`src/rtl/spm_ctrl_pkg.sv`:
```
// ----------------------------------------------------------------
// Shared constants and carriers for the self-programming control
// ----------------------------------------------------------------
package self_prog_pkg;

   // Register byte offsets
   localparam logic [3:0] CTRL_OFFSET      = 4'h0;  // Control and status
   localparam logic [3:0] LOCK_OFFSET      = 4'h4;  // Lock bits view

   // Control register field positions
   localparam int IRQ_EN_BIT       = 7;  // Ready interrupt enable
   localparam int BUSY_BIT         = 6;  // Section busy flag
   localparam int RSVD_BIT         = 5;  // Reserved, reads zero
   localparam int REEN_BIT         = 4;  // Section read re-enable
   localparam int LOCK_BIT         = 3;  // Lock set
   localparam int PGWR_BIT         = 2;  // Page write
   localparam int PGER_BIT         = 1;  // Page erase
   localparam int CMDEN_BIT        = 0;  // Command enable

   // Reset values
   localparam logic [7:0] CTRL_RESET       = 8'h00;
   localparam logic [7:0] LOCK_RESET       = 8'hFF;  // All unprogrammed
   localparam logic [15:0] BUF_ERASED      = 16'hFFFF;

   // Legal command codes in the lower five bits
   localparam logic [4:0] CMD_LOAD         = 5'h01;  // 00001
   localparam logic [4:0] CMD_ERASE        = 5'h03;  // 00011
   localparam logic [4:0] CMD_WRITE        = 5'h05;  // 00101
   localparam logic [4:0] CMD_LOCK         = 5'h09;  // 01001
   localparam logic [4:0] CMD_REEN         = 5'h11;  // 10001

   // Command windows in cycles
   localparam logic [2:0] STORE_WINDOW     = 3'h4;   // Four cycles
   localparam logic [2:0] LOAD_WINDOW      = 3'h3;   // Three cycles

   // Lock byte: only bits 5..2 can be programmed by software
   localparam logic [7:0] LOCK_WR_MASK     = 8'h3C;

   // Sequencer states
   typedef enum logic [1:0] {
      ST_IDLE  = 2'b00,  // No command pending
      ST_ARMED = 2'b01,  // Window open for a store or load
      ST_BUSY  = 2'b10   // Erase or write running in the array
   } seq_state_t;

   // Processor-side instruction request
   typedef struct packed {
      logic        store;     // Store-program instruction, one cycle
      logic        load;      // Load-program instruction, one cycle
      logic [7:0]  page_ext;  // Page extension register
      logic [15:0] zptr;      // Address pointer
      logic [7:0]  r1;        // High data register
      logic [7:0]  r0;        // Low data register
   } cpu_req_t;

   // Fuse bytes as read from the fuse array
   typedef struct packed {
      logic [7:0] ext;   // Extended fuse byte
      logic [7:0] high;  // High fuse byte
      logic [7:0] low;   // Low fuse byte
   } fuse_bits_t;

endpackage

```
`src/rtl/flash_self_program_control.sv`:
```
`timescale 1ns/100ps
`default_nettype none

module flash_self_program_control
   import self_prog_pkg::*;
#(
   parameter int          WORD_IDX_W    = 7,       // Words per page, log2
   parameter int          PAGE_W        = 9,       // Page number width
   parameter int          ADDR_W        = 24,      // Byte address width
   parameter logic [8:0]  HALT_PAGE     = 9'h1E0,  // First page that halts core
   parameter logic [15:0] BOOT_VECTOR   = 16'hF000 // Boot loader word addr
)(
   input  wire  logic                  core_clk,
   input  wire  logic                  rstn,
   // Avalon-MM slave
   input  wire  logic [3:0]            avs_address,
   input  wire  logic                  avs_read,
   input  wire  logic                  avs_write,
   input  wire  logic [31:0]           avs_writedata,
   input  wire  logic [3:0]            avs_byteenable,
   output logic [31:0]                 avs_readdata,
   output logic                        avs_waitrequest,
   // Processor side
   input  wire  cpu_req_t              cpu_req,
   input  wire  logic                  global_irq_flag,
   input  wire  logic                  boot_reset_fuse,
   input  wire  fuse_bits_t            fuse_bits,
   input  wire  logic [15:0]           flash_rd_word,
   output logic [7:0]                  load_data,
   output logic                        load_valid,
   output logic                        cpu_stall,
   output logic                        ready_irq,
   output logic                        section_read_block,
   output logic [15:0]                 reset_vector,
   // Flash array side
   input  wire  logic                  flash_done,
   input  wire  logic [WORD_IDX_W-1:0] buf_rd_idx,
   output logic [15:0]                 buf_rd_data,
   output logic                        flash_start,
   output logic                        flash_erase,
   output logic [PAGE_W-1:0]           flash_page
);

   localparam int PAGE_WORDS = 1 << WORD_IDX_W;

   // ----------------------------------------------------------------
   // State
   // ----------------------------------------------------------------
   seq_state_t             state_reg;        // Sequencer state
   logic [4:0]             cmd_reg;          // Command bits 4..0
   logic                   irq_en_reg;       // Interrupt enable
   logic                   busy_flag_reg;    // Section busy flag
   logic [2:0]             win_cnt_reg;      // Window countdown
   logic [7:0]             lock_reg;         // Boot lock bits
   logic [PAGE_WORDS-1:0]  written_reg;      // Buffer word written
   logic [15:0]            buf_mem [PAGE_WORDS]; // Temporary buffer
   logic                   avs_wait_reg;     // Waitrequest flop
   logic [31:0]            avs_rdata_reg;    // Read data flop
   logic                   vec_done_reg;     // Reset vector caught
   logic                   stall_reg;        // Processor stall
   logic                   irq_reg;          // Ready interrupt
   logic [7:0]             load_data_reg;    // Load result
   logic                   load_valid_reg;   // Load result strobe
   logic [15:0]            vector_reg;       // Reset vector
   logic [15:0]            buf_rd_reg;       // Buffer read port
   logic                   fl_start_reg;     // Flash start pulse
   logic                   fl_erase_reg;     // Flash op is erase
   logic [PAGE_W-1:0]      fl_page_reg;      // Latched page

   // ----------------------------------------------------------------
   // Decode
   // ----------------------------------------------------------------
   logic [ADDR_W-1:0]      full_addr;    // Extension and pointer
   logic [PAGE_W-1:0]      req_page;     // Page field
   logic [WORD_IDX_W-1:0]  req_word;     // Word within page
   logic                   ctrl_wr;      // Control write taken
   logic [4:0]             wr_cmd;       // Written command bits
   logic                   store_go;     // Store inside window
   logic                   load_go;      // Lock/fuse load in window
   logic                   reen_wr;      // Legal re-enable write

   // Legal command code check
   function automatic logic cmd_legal(input logic [4:0] c);
      cmd_legal = (c == CMD_LOAD) || (c == CMD_ERASE) ||
                  (c == CMD_WRITE) || (c == CMD_LOCK) || (c == CMD_REEN);
   endfunction

   // Byte of a word picked by pointer bit zero
   function automatic logic [7:0] pick_byte(input logic [15:0] w,
                                            input logic        sel);
      pick_byte = sel ? w[15:8] : w[7:0];
   endfunction

   always_comb begin
      full_addr = {cpu_req.page_ext, cpu_req.zptr};
      // Page field above the word index and byte bit
      req_page  = full_addr[WORD_IDX_W+1 +: PAGE_W];
      // Pointer bit zero ignored for buffer loads
      req_word  = full_addr[1 +: WORD_IDX_W];
      ctrl_wr   = avs_write && !avs_wait_reg &&
                  (avs_address == CTRL_OFFSET) && avs_byteenable[0];
      wr_cmd    = avs_writedata[4:0];
      // Refused while an erase or write runs
      reen_wr   = ctrl_wr && (state_reg != ST_BUSY) &&
                  (wr_cmd == CMD_REEN);
      store_go  = cpu_req.store && (state_reg == ST_ARMED) &&
                  (win_cnt_reg != 3'h0);
      // Load accepted only in first three window cycles
      load_go   = cpu_req.load && (state_reg == ST_ARMED) &&
                  (cmd_reg == CMD_LOCK) &&
                  (win_cnt_reg > (STORE_WINDOW - LOAD_WINDOW));
   end

   // ----------------------------------------------------------------
   // Avalon slave: one wait cycle, then answer
   // ----------------------------------------------------------------
   always_ff @(posedge core_clk or negedge rstn) begin
      if (!rstn) begin
         avs_wait_reg  <= 1'b1;
         avs_rdata_reg <= 32'h0000_0000;
      end else if ((avs_read || avs_write) && avs_wait_reg) begin
         avs_wait_reg <= 1'b0;
         // Reserved bit reads zero
         unique case (avs_address)
            CTRL_OFFSET: avs_rdata_reg <= {24'h00_0000, irq_en_reg,
                                           busy_flag_reg, 1'b0,
                                           cmd_reg};
            LOCK_OFFSET: avs_rdata_reg <= {24'h00_0000, lock_reg};
            default:     avs_rdata_reg <= 32'h0000_0000;
         endcase
      end else begin
         avs_wait_reg <= 1'b1;
      end
   end

   // ----------------------------------------------------------------
   // Command sequencer
   // ----------------------------------------------------------------
   always_ff @(posedge core_clk or negedge rstn) begin
      if (!rstn) begin
         state_reg     <= ST_IDLE;
         cmd_reg       <= CTRL_RESET[4:0];
         irq_en_reg    <= CTRL_RESET[IRQ_EN_BIT];
         busy_flag_reg <= CTRL_RESET[BUSY_BIT];
         win_cnt_reg   <= 3'h0;
         stall_reg     <= 1'b0;
         fl_start_reg  <= 1'b0;
         fl_erase_reg  <= 1'b0;
         fl_page_reg   <= '0;
      end else begin
         fl_start_reg <= 1'b0;
         // Interrupt enable always writable
         if (ctrl_wr) begin
            irq_en_reg <= avs_writedata[IRQ_EN_BIT];
         end
         unique case (state_reg)
            ST_IDLE, ST_ARMED: begin
               if (ctrl_wr && cmd_legal(wr_cmd)) begin
                  // Legal code opens a fresh window
                  cmd_reg     <= wr_cmd;
                  state_reg   <= ST_ARMED;
                  win_cnt_reg <= STORE_WINDOW;
               end else if (store_go) begin
                  unique case (cmd_reg)
                     CMD_ERASE, CMD_WRITE: begin
                        // Address frozen for the whole operation
                        fl_page_reg  <= req_page;
                        fl_erase_reg <= (cmd_reg == CMD_ERASE);
                        fl_start_reg <= 1'b1;
                        state_reg    <= ST_BUSY;
                        win_cnt_reg  <= 3'h0;
                        if (req_page < HALT_PAGE) begin
                           busy_flag_reg <= 1'b1;
                        end else begin
                           stall_reg <= 1'b1;
                        end
                     end
                     CMD_LOAD, CMD_REEN: begin
                        // Either store frees the section
                        busy_flag_reg <= 1'b0;
                        cmd_reg       <= 5'h00;
                        state_reg     <= ST_IDLE;
                        win_cnt_reg   <= 3'h0;
                     end
                     default: begin
                        // Lock set completes at once
                        cmd_reg     <= 5'h00;
                        state_reg   <= ST_IDLE;
                        win_cnt_reg <= 3'h0;
                     end
                  endcase
               end else if (load_go) begin
                  // Lock or fuse read completes the command
                  cmd_reg     <= 5'h00;
                  state_reg   <= ST_IDLE;
                  win_cnt_reg <= 3'h0;
               end else if (win_cnt_reg == 3'h1) begin
                  // Window ran out with no store
                  cmd_reg     <= 5'h00;
                  state_reg   <= ST_IDLE;
                  win_cnt_reg <= 3'h0;
               end else if (win_cnt_reg != 3'h0) begin
                  win_cnt_reg <= win_cnt_reg - 3'h1;
               end
            end
            ST_BUSY: begin
               // Command enable held until the array finishes
               if (flash_done) begin
                  cmd_reg   <= 5'h00;
                  stall_reg <= 1'b0;
                  state_reg <= ST_IDLE;
               end
            end
            default: begin
               state_reg <= ST_IDLE;
            end
         endcase
      end
   end

   // ----------------------------------------------------------------
   // Boot lock bits, programmed only toward zero
   // ----------------------------------------------------------------
   always_ff @(posedge core_clk or negedge rstn) begin
      if (!rstn) begin
         lock_reg <= LOCK_RESET;
      end else if (store_go && cmd_reg == CMD_LOCK) begin
         // Only low data register used, high and pointer ignored
         lock_reg <= lock_reg & (cpu_req.r0 | ~LOCK_WR_MASK);
      end
   end

   // ----------------------------------------------------------------
   // Temporary page buffer
   // ----------------------------------------------------------------
   always_ff @(posedge core_clk or negedge rstn) begin
      if (!rstn) begin
         written_reg <= '0;
      end else if (reen_wr ||
                   (state_reg == ST_BUSY && flash_done && !fl_erase_reg))
      begin
         // Loaded words dropped on re-enable or after write
         written_reg <= '0;
      end else if (store_go && cmd_reg == CMD_LOAD) begin
         written_reg[req_word] <= 1'b1;
      end
   end

   // Buffer storage, each word written once between clears
   always_ff @(posedge core_clk) begin
      if (store_go && cmd_reg == CMD_LOAD && !written_reg[req_word]) begin
         buf_mem[req_word] <= {cpu_req.r1, cpu_req.r0};
      end
   end

   // Array read port, unwritten words read erased
   always_ff @(posedge core_clk or negedge rstn) begin
      if (!rstn) begin
         buf_rd_reg <= BUF_ERASED;
      end else begin
         buf_rd_reg <= written_reg[buf_rd_idx] ? buf_mem[buf_rd_idx]
                                               : BUF_ERASED;
      end
   end

   // ----------------------------------------------------------------
   // Load instruction results
   // ----------------------------------------------------------------
   always_ff @(posedge core_clk or negedge rstn) begin
      if (!rstn) begin
         load_data_reg  <= 8'h00;
         load_valid_reg <= 1'b0;
      end else begin
         load_valid_reg <= cpu_req.load;
         if (load_go) begin
            // Fuses only read here, never written
            unique case (cpu_req.zptr[1:0])
               2'b00: load_data_reg <= fuse_bits.low;
               2'b01: load_data_reg <= lock_reg;
               2'b10: load_data_reg <= fuse_bits.ext;
               2'b11: load_data_reg <= fuse_bits.high;
               default: load_data_reg <= 8'h00;
            endcase
         end else if (cpu_req.load) begin
            load_data_reg <= pick_byte(flash_rd_word,
                                       cpu_req.zptr[0]);
         end
      end
   end

   // ----------------------------------------------------------------
   // Reset vector, interrupt and status outputs
   // ----------------------------------------------------------------
   always_ff @(posedge core_clk or negedge rstn) begin
      if (!rstn) begin
         vec_done_reg <= 1'b0;
         vector_reg   <= 16'h0000;
      end else if (!vec_done_reg) begin
         // Fuse caught once after release
         vec_done_reg <= 1'b1;
         vector_reg   <= boot_reset_fuse ? 16'h0000 : BOOT_VECTOR;
      end
   end

   always_ff @(posedge core_clk or negedge rstn) begin
      if (!rstn) begin
         irq_reg <= 1'b0;
      end else begin
         irq_reg <= irq_en_reg && global_irq_flag &&
                    (cmd_reg[CMDEN_BIT] == 1'b0);
      end
   end

   assign avs_readdata       = avs_rdata_reg;
   assign avs_waitrequest    = avs_wait_reg;
   assign load_data          = load_data_reg;
   assign load_valid         = load_valid_reg;
   assign cpu_stall          = stall_reg;
   assign ready_irq          = irq_reg;
   assign section_read_block = busy_flag_reg;
   assign reset_vector       = vector_reg;
   assign buf_rd_data        = buf_rd_reg;
   assign flash_start        = fl_start_reg;
   assign flash_erase        = fl_erase_reg;
   assign flash_page         = fl_page_reg;

   // ----------------------------------------------------------------
   // Checks
   // ----------------------------------------------------------------
   chk_irq_follows_idle: assert property (
      @(posedge core_clk) disable iff (!rstn)
      (irq_en_reg && global_irq_flag && !cmd_reg[0]) |=> ready_irq)
      else $error("ready interrupt missing");

   chk_window_expires: assert property (
      @(posedge core_clk) disable iff (!rstn)
      (state_reg == ST_ARMED && win_cnt_reg == 3'h4 && !cpu_req.store)
      ##1 (!cpu_req.store && !ctrl_wr && !cpu_req.load) [*3]
      |=> cmd_reg == 5'h00)
      else $error("command window did not expire");

   chk_illegal_ignored: assert property (
      @(posedge core_clk) disable iff (!rstn)
      (ctrl_wr && !cmd_legal(wr_cmd) && state_reg == ST_IDLE)
      |=> state_reg == ST_IDLE)
      else $error("illegal command acted on");

   chk_busy_on_section: assert property (
      @(posedge core_clk) disable iff (!rstn)
      (store_go && (cmd_reg == CMD_ERASE || cmd_reg == CMD_WRITE) &&
       req_page < HALT_PAGE)
      |=> section_read_block && flash_start && !cpu_stall)
      else $error("section busy not set");

   chk_stall_held: assert property (
      @(posedge core_clk) disable iff (!rstn)
      (cpu_stall && !flash_done) |=> cpu_stall && cmd_reg[0])
      else $error("stall dropped early");

   chk_page_latched: assert property (
      @(posedge core_clk) disable iff (!rstn)
      (state_reg == ST_BUSY && !flash_start) |-> $stable(flash_page))
      else $error("page changed during operation");

   chk_reen_refused: assert property (
      @(posedge core_clk) disable iff (!rstn)
      (state_reg == ST_BUSY && ctrl_wr && !flash_done)
      |=> state_reg == ST_BUSY)
      else $error("command accepted while busy");

   chk_load_clears: assert property (
      @(posedge core_clk) disable iff (!rstn)
      (store_go && cmd_reg == CMD_LOAD) |=> !section_read_block)
      else $error("busy not cleared by load");

   chk_avs_one_wait: assert property (
      @(posedge core_clk) disable iff (!rstn)
      (avs_read && avs_waitrequest) |=> !avs_waitrequest ##1 avs_waitrequest)
      else $error("bus answer timing wrong");

   cov_erase: cover property (@(posedge core_clk) disable iff (!rstn)
      store_go && cmd_reg == CMD_ERASE);
   cov_lock_read: cover property (@(posedge core_clk) disable iff (!rstn)
      load_go);
   cov_timeout: cover property (@(posedge core_clk) disable iff (!rstn)
      state_reg == ST_ARMED && win_cnt_reg == 3'h1 && !store_go);

endmodule

`default_nettype wire

```
`config.mk`:
```
export PLATFORM = sky130hd
export DESIGN_NAME = flash_self_program_control
export DESIGN_NICKNAME = d
export VERILOG_FILES = /design/src/rtl/spm_ctrl_pkg.sv /design/src/rtl/flash_self_program_control.sv
export SDC_FILE = /design/constraint.sdc
export NUM_CORES = 2
export LEC_CHECK = 0
export BUFFER_PORTS_ARGS = -buffer_cell sky130_fd_sc_hd__buf_2
export CAP_MARGIN = 5
export CORE_MARGIN = 1.5
export CORE_UTILIZATION = 47
export CTS_CLUSTER_DIAMETER = 200
export CTS_CLUSTER_SIZE = 10
export DETAILED_ROUTE_END_ITERATION = 12
export PLACE_DENSITY_LB_ADDON = 0.25
export SLEW_MARGIN = 20
export SYNTH_ARGS = -nofsm -noshare
export SYNTH_HDL_FRONTEND = slang
export SYNTH_SLANG_ARGS = --single-unit
```
`constraint.sdc`:
```
create_clock -name core_clk -period 6.85 [get_ports core_clk]
set_input_delay 0.3425 -clock core_clk [delete_from_list [all_inputs] [get_ports core_clk]]
set_output_delay 0.3425 -clock core_clk [all_outputs]
set_load 0.02 [all_outputs]
```
==> flow_summary.toml <==
[synth]
async_flop_share_pct = 8.612
synthesis.yosys.warnings = 0
synth_area_um2 = 88930
yosysSeqAreaShare_pct = 74.61
synth.top_cell.area_share_pct = 69.15
ys.flop_type = "edfxtp_1"
ys_ff_latch = 2241
synth_area_leader_cell = "edfxtp_1"
synth_cells = 4377
ys_top_cells_by_area = "edfxtp_1 (69%), mux4_2 (15%), dfrtp_1 (4.8%)"
avgSynthCellArea_um2 = 20.32
yosysUniqueCellTypes = 78
synth_edf_count = 2048

[power]
swShare_pct = 21.37
p_leak_uw = 0.03326
power_density_nw_per_um2 = 286.1
seqPwrFrac_pct = 51.8
cell_internal_pwr_uw = 22770
vdd_drop_max_uv = 244.3
p_comb_share_pct = 5.6
p_sw_uw = 6188
clkPwrFrac_pct = 42.6

[timing]
drv_slew = 0
setup_violations = 0
worst_clock_skew_ns = 0.05299
period_share_pct = 73.93
worst-slew-pin-transition_ns = 1.195
finalSetupTns_ns = 0
fmax_ghz = 0.1975
fin_crit_ns = 5.064
rsz0062_at_grt = "false"
postLayoutSetupSlackWorst_ns = 1.786
hold_viol = 0
slew_headroom_pct = 18.29

[cts]
h-tree-depth = 5
cts.sinks = 2241
cts_resized = 0
numCtsBuffers = 274
cts_tree = "built"
ctsHoldBuffers = 64
clock_latency_ns = 0.92
max-clock-path-buffers = 4
cts-root-buf = "clkbuf_16"
clk_pin_slew_ns = 0.06
postCtsSetupRepairBufs = 0

[critical_path]
arrival_ns = 5.54
cpMostUsedCell = "nor2_2"
crit_chain = "inv_1, ha_1, nand2b_1, nand4_1, or3_1, nor2_2, nand4_2, nor2_2"
worstPathRequired_ns = 7.33
critical_path_class = "reg -> reg"
cp_slowest_stage_delay_ns = 1.09
end_kind = "flop"
cp_max_fo = 16
cp-start-kind = "flop"
critPathBufInv = 1
cp_top_family = "simple AND/OR/NAND/NOR gates"
timing.critical_path.slowest_stage_cell = "nor2_2"

[place]
gp_congestion = 0.8722
port_buffers = 151
hpwl_um = 144500
pre_cts_slack_ns = 1.929

[run_status]
status = "finished, violations left"
violations = "design-rule violations"

[grt]
grt_max_degree = 109
antenna_found_initial = 5
grt_pass1_vias = 45891
grt-ovfl-total = 0
grt_use_total_pct = 25.06
grt_pass1_wl_um = 342000

[floorplanning]
floorplan.initialDensity_pct = 47.35
fp.coreArea_um2 = 187800
die_h_um = 438.0
io_pins = 224
num_rows = 159
die_w_um = 438.0
die-area_um2 = 191800

[route]
drc = 16
viasPerCell = 6.261
first_pass_iters = 11
avgRoutedWirePerCell_um = 32.41
ant_nets = 0
initialDrtViolationCount = 6070
met3_length_um = 20040
vias = 46205
wl_met1_um = 95440
wl_met2_um = 113600
highest_layer = "met4"
drt-total-wl_um = 239200

[run]
drv_cap = 0

[cells_and_area]
num-fill-cells = 14353
syn2layout_area_growth_pct = 13.81
drive_above_1_share_pct = 29.43
largest_reg_flops = 2048
nets = 4969

[hold_path]
min_path_type = "in -> reg"
## through the flow
stage	hold slack, ns	total power, µW	util, %	instance area [µm²]	std cells
2_1_floorplan	0.04691	16140	-	89060	4412
3_3_place_gp	0.4395	16840	49.69	93320	6985
3_5_place_dp	0.4462	16870	49.70	93330	6985
4_1_cts	0.02648	29120	53.87	101200	7378
5_1_grt	0.03451	29720	53.89	101200	7379
6_report	0.03728	28960	53.89	101200	7380
## synthesized netlist by cell type (8+ instances only)
| library cell | n |
|---|---|
| inv_1 | 20 |
| dfstp_2 | 21 |
| o22ai_1 | 17 |
| mux2_2 | 54 |
| mux4_2 | 585 |
| o21ai_0 | 44 |
| buf_4 | 64 |
| nor2_1 | 326 |
| a22o_1 | 9 |
| edfxtp_1 | 2048 |
| nand4_2 | 8 |
| o221ai_1 | 13 |
| or2_2 | 11 |
| a211oi_1 | 19 |
| a31oi_1 | 18 |
| nor3_1 | 23 |
| buf_2 | 78 |
| o211ai_1 | 13 |
| buf_1 | 26 |
| clkbuf_1 | 79 |
| nand2b_1 | 30 |
| a22oi_1 | 52 |
| nand4_1 | 9 |
| nor2b_1 | 25 |
| a21oi_1 | 178 |
| dfrtp_1 | 172 |
| buf_6 | 37 |
| nand2_1 | 106 |
| a221oi_1 | 43 |
| mux2i_1 | 100 |
| nand3_1 | 38 |
## metal layers
metal | vias up | GRT usage [%]
met3 | 466 | 4.534
li1 | 18811 | -
met2 | 2302 | 38.88
met5 | - | 0
met4 | 0 | 9.773
met1 | 24626 | 35.56
## layout make-up
| cell class | count | area [µm²] | share of cell area, % |
|---|---|---|---|
| inverters | 22 | 87.58 | 0.08653 |
| clock inverters | 6 | 52.55 | 0.05192 |
| clock buffers | 323 | 7147 | 7.061 |
| diodes | 2 | 5.005 | 0.004945 |
| flip-flops and latches | 2241 | 66350 | 65.56 |
| multi-input cells | 1862 | 21190 | 20.94 |
| repair buffers | 429 | 3253 | 3.214 |
| well taps | 2495 | 3122 | 3.084 |
## power by group through the flow
stage               combinational [µW]  sequential [µW]  clock, µW
floorplan                          857            15300          0
global placement                  1560            15300          0
detailed placement                1580            15300          0
CTS                               1620            15000      12500
global route                      1700            15000      13000
finish                            1620            15000      12300
## logic make-up (layout without fill, tap and decap cells)
logic type,count (synthesis),count (layout),synth area share (%)
compound gates,466,466,3.454
xor+xnor,1,1,0.009850
fa+ha+maj,4,4,0.05347
buf+inv,309,780,2.046
flops,2241,2241,74.61
mux,742,742,16.71
other cells,2,39,0.008445
simple gates,612,612,3.102
## final timing paths
kind,from,end,slack (ns),cells past startpoint
max,win_cnt_reg[0],buf_mem[56][1],1.79,8
min,cpu_req[22],written_reg[0],0.04,4
max reg2reg,win_cnt_reg[0],buf_mem[56][1],1.79,8
min reg2reg,vec_done_reg,reset_vector[14],0.46,1
max in group asynchronous,rstn,vec_done_reg,5.46,3
min in group asynchronous,rstn,written_reg[50],0.07,2
## worst register-to-register path, cell delays in order, from the launching register on
cell and delay (ns):
dfrtp_1 0.41, inv_1 0.10, ha_1 0.24, nand2b_1 0.17, nand4_1 0.20, or3_1 0.68
nor2_2 0.92, nand4_2 0.84, nor2_2 1.11
## placed cells by master (no fill, tap or decap), drive strengths merged, types with 18 or more instances in the layout
cell	count
nor3	23
a211oi	19
mux2	54
nor2	327
dlygate4sd3	64
edfxtp	2048
nand2	106
dfstp	21
clkbuf	325
inv	27
mux2i	100
nand2b	30
dfrtp	172
a221oi	44
buf	363
conb	37
nand3	38
a22oi	52
o21ai	47
mux4	588
a21oi	178
nor2b	25
a31oi	18
Note: power is estimated with default switching activity, not from simulation.
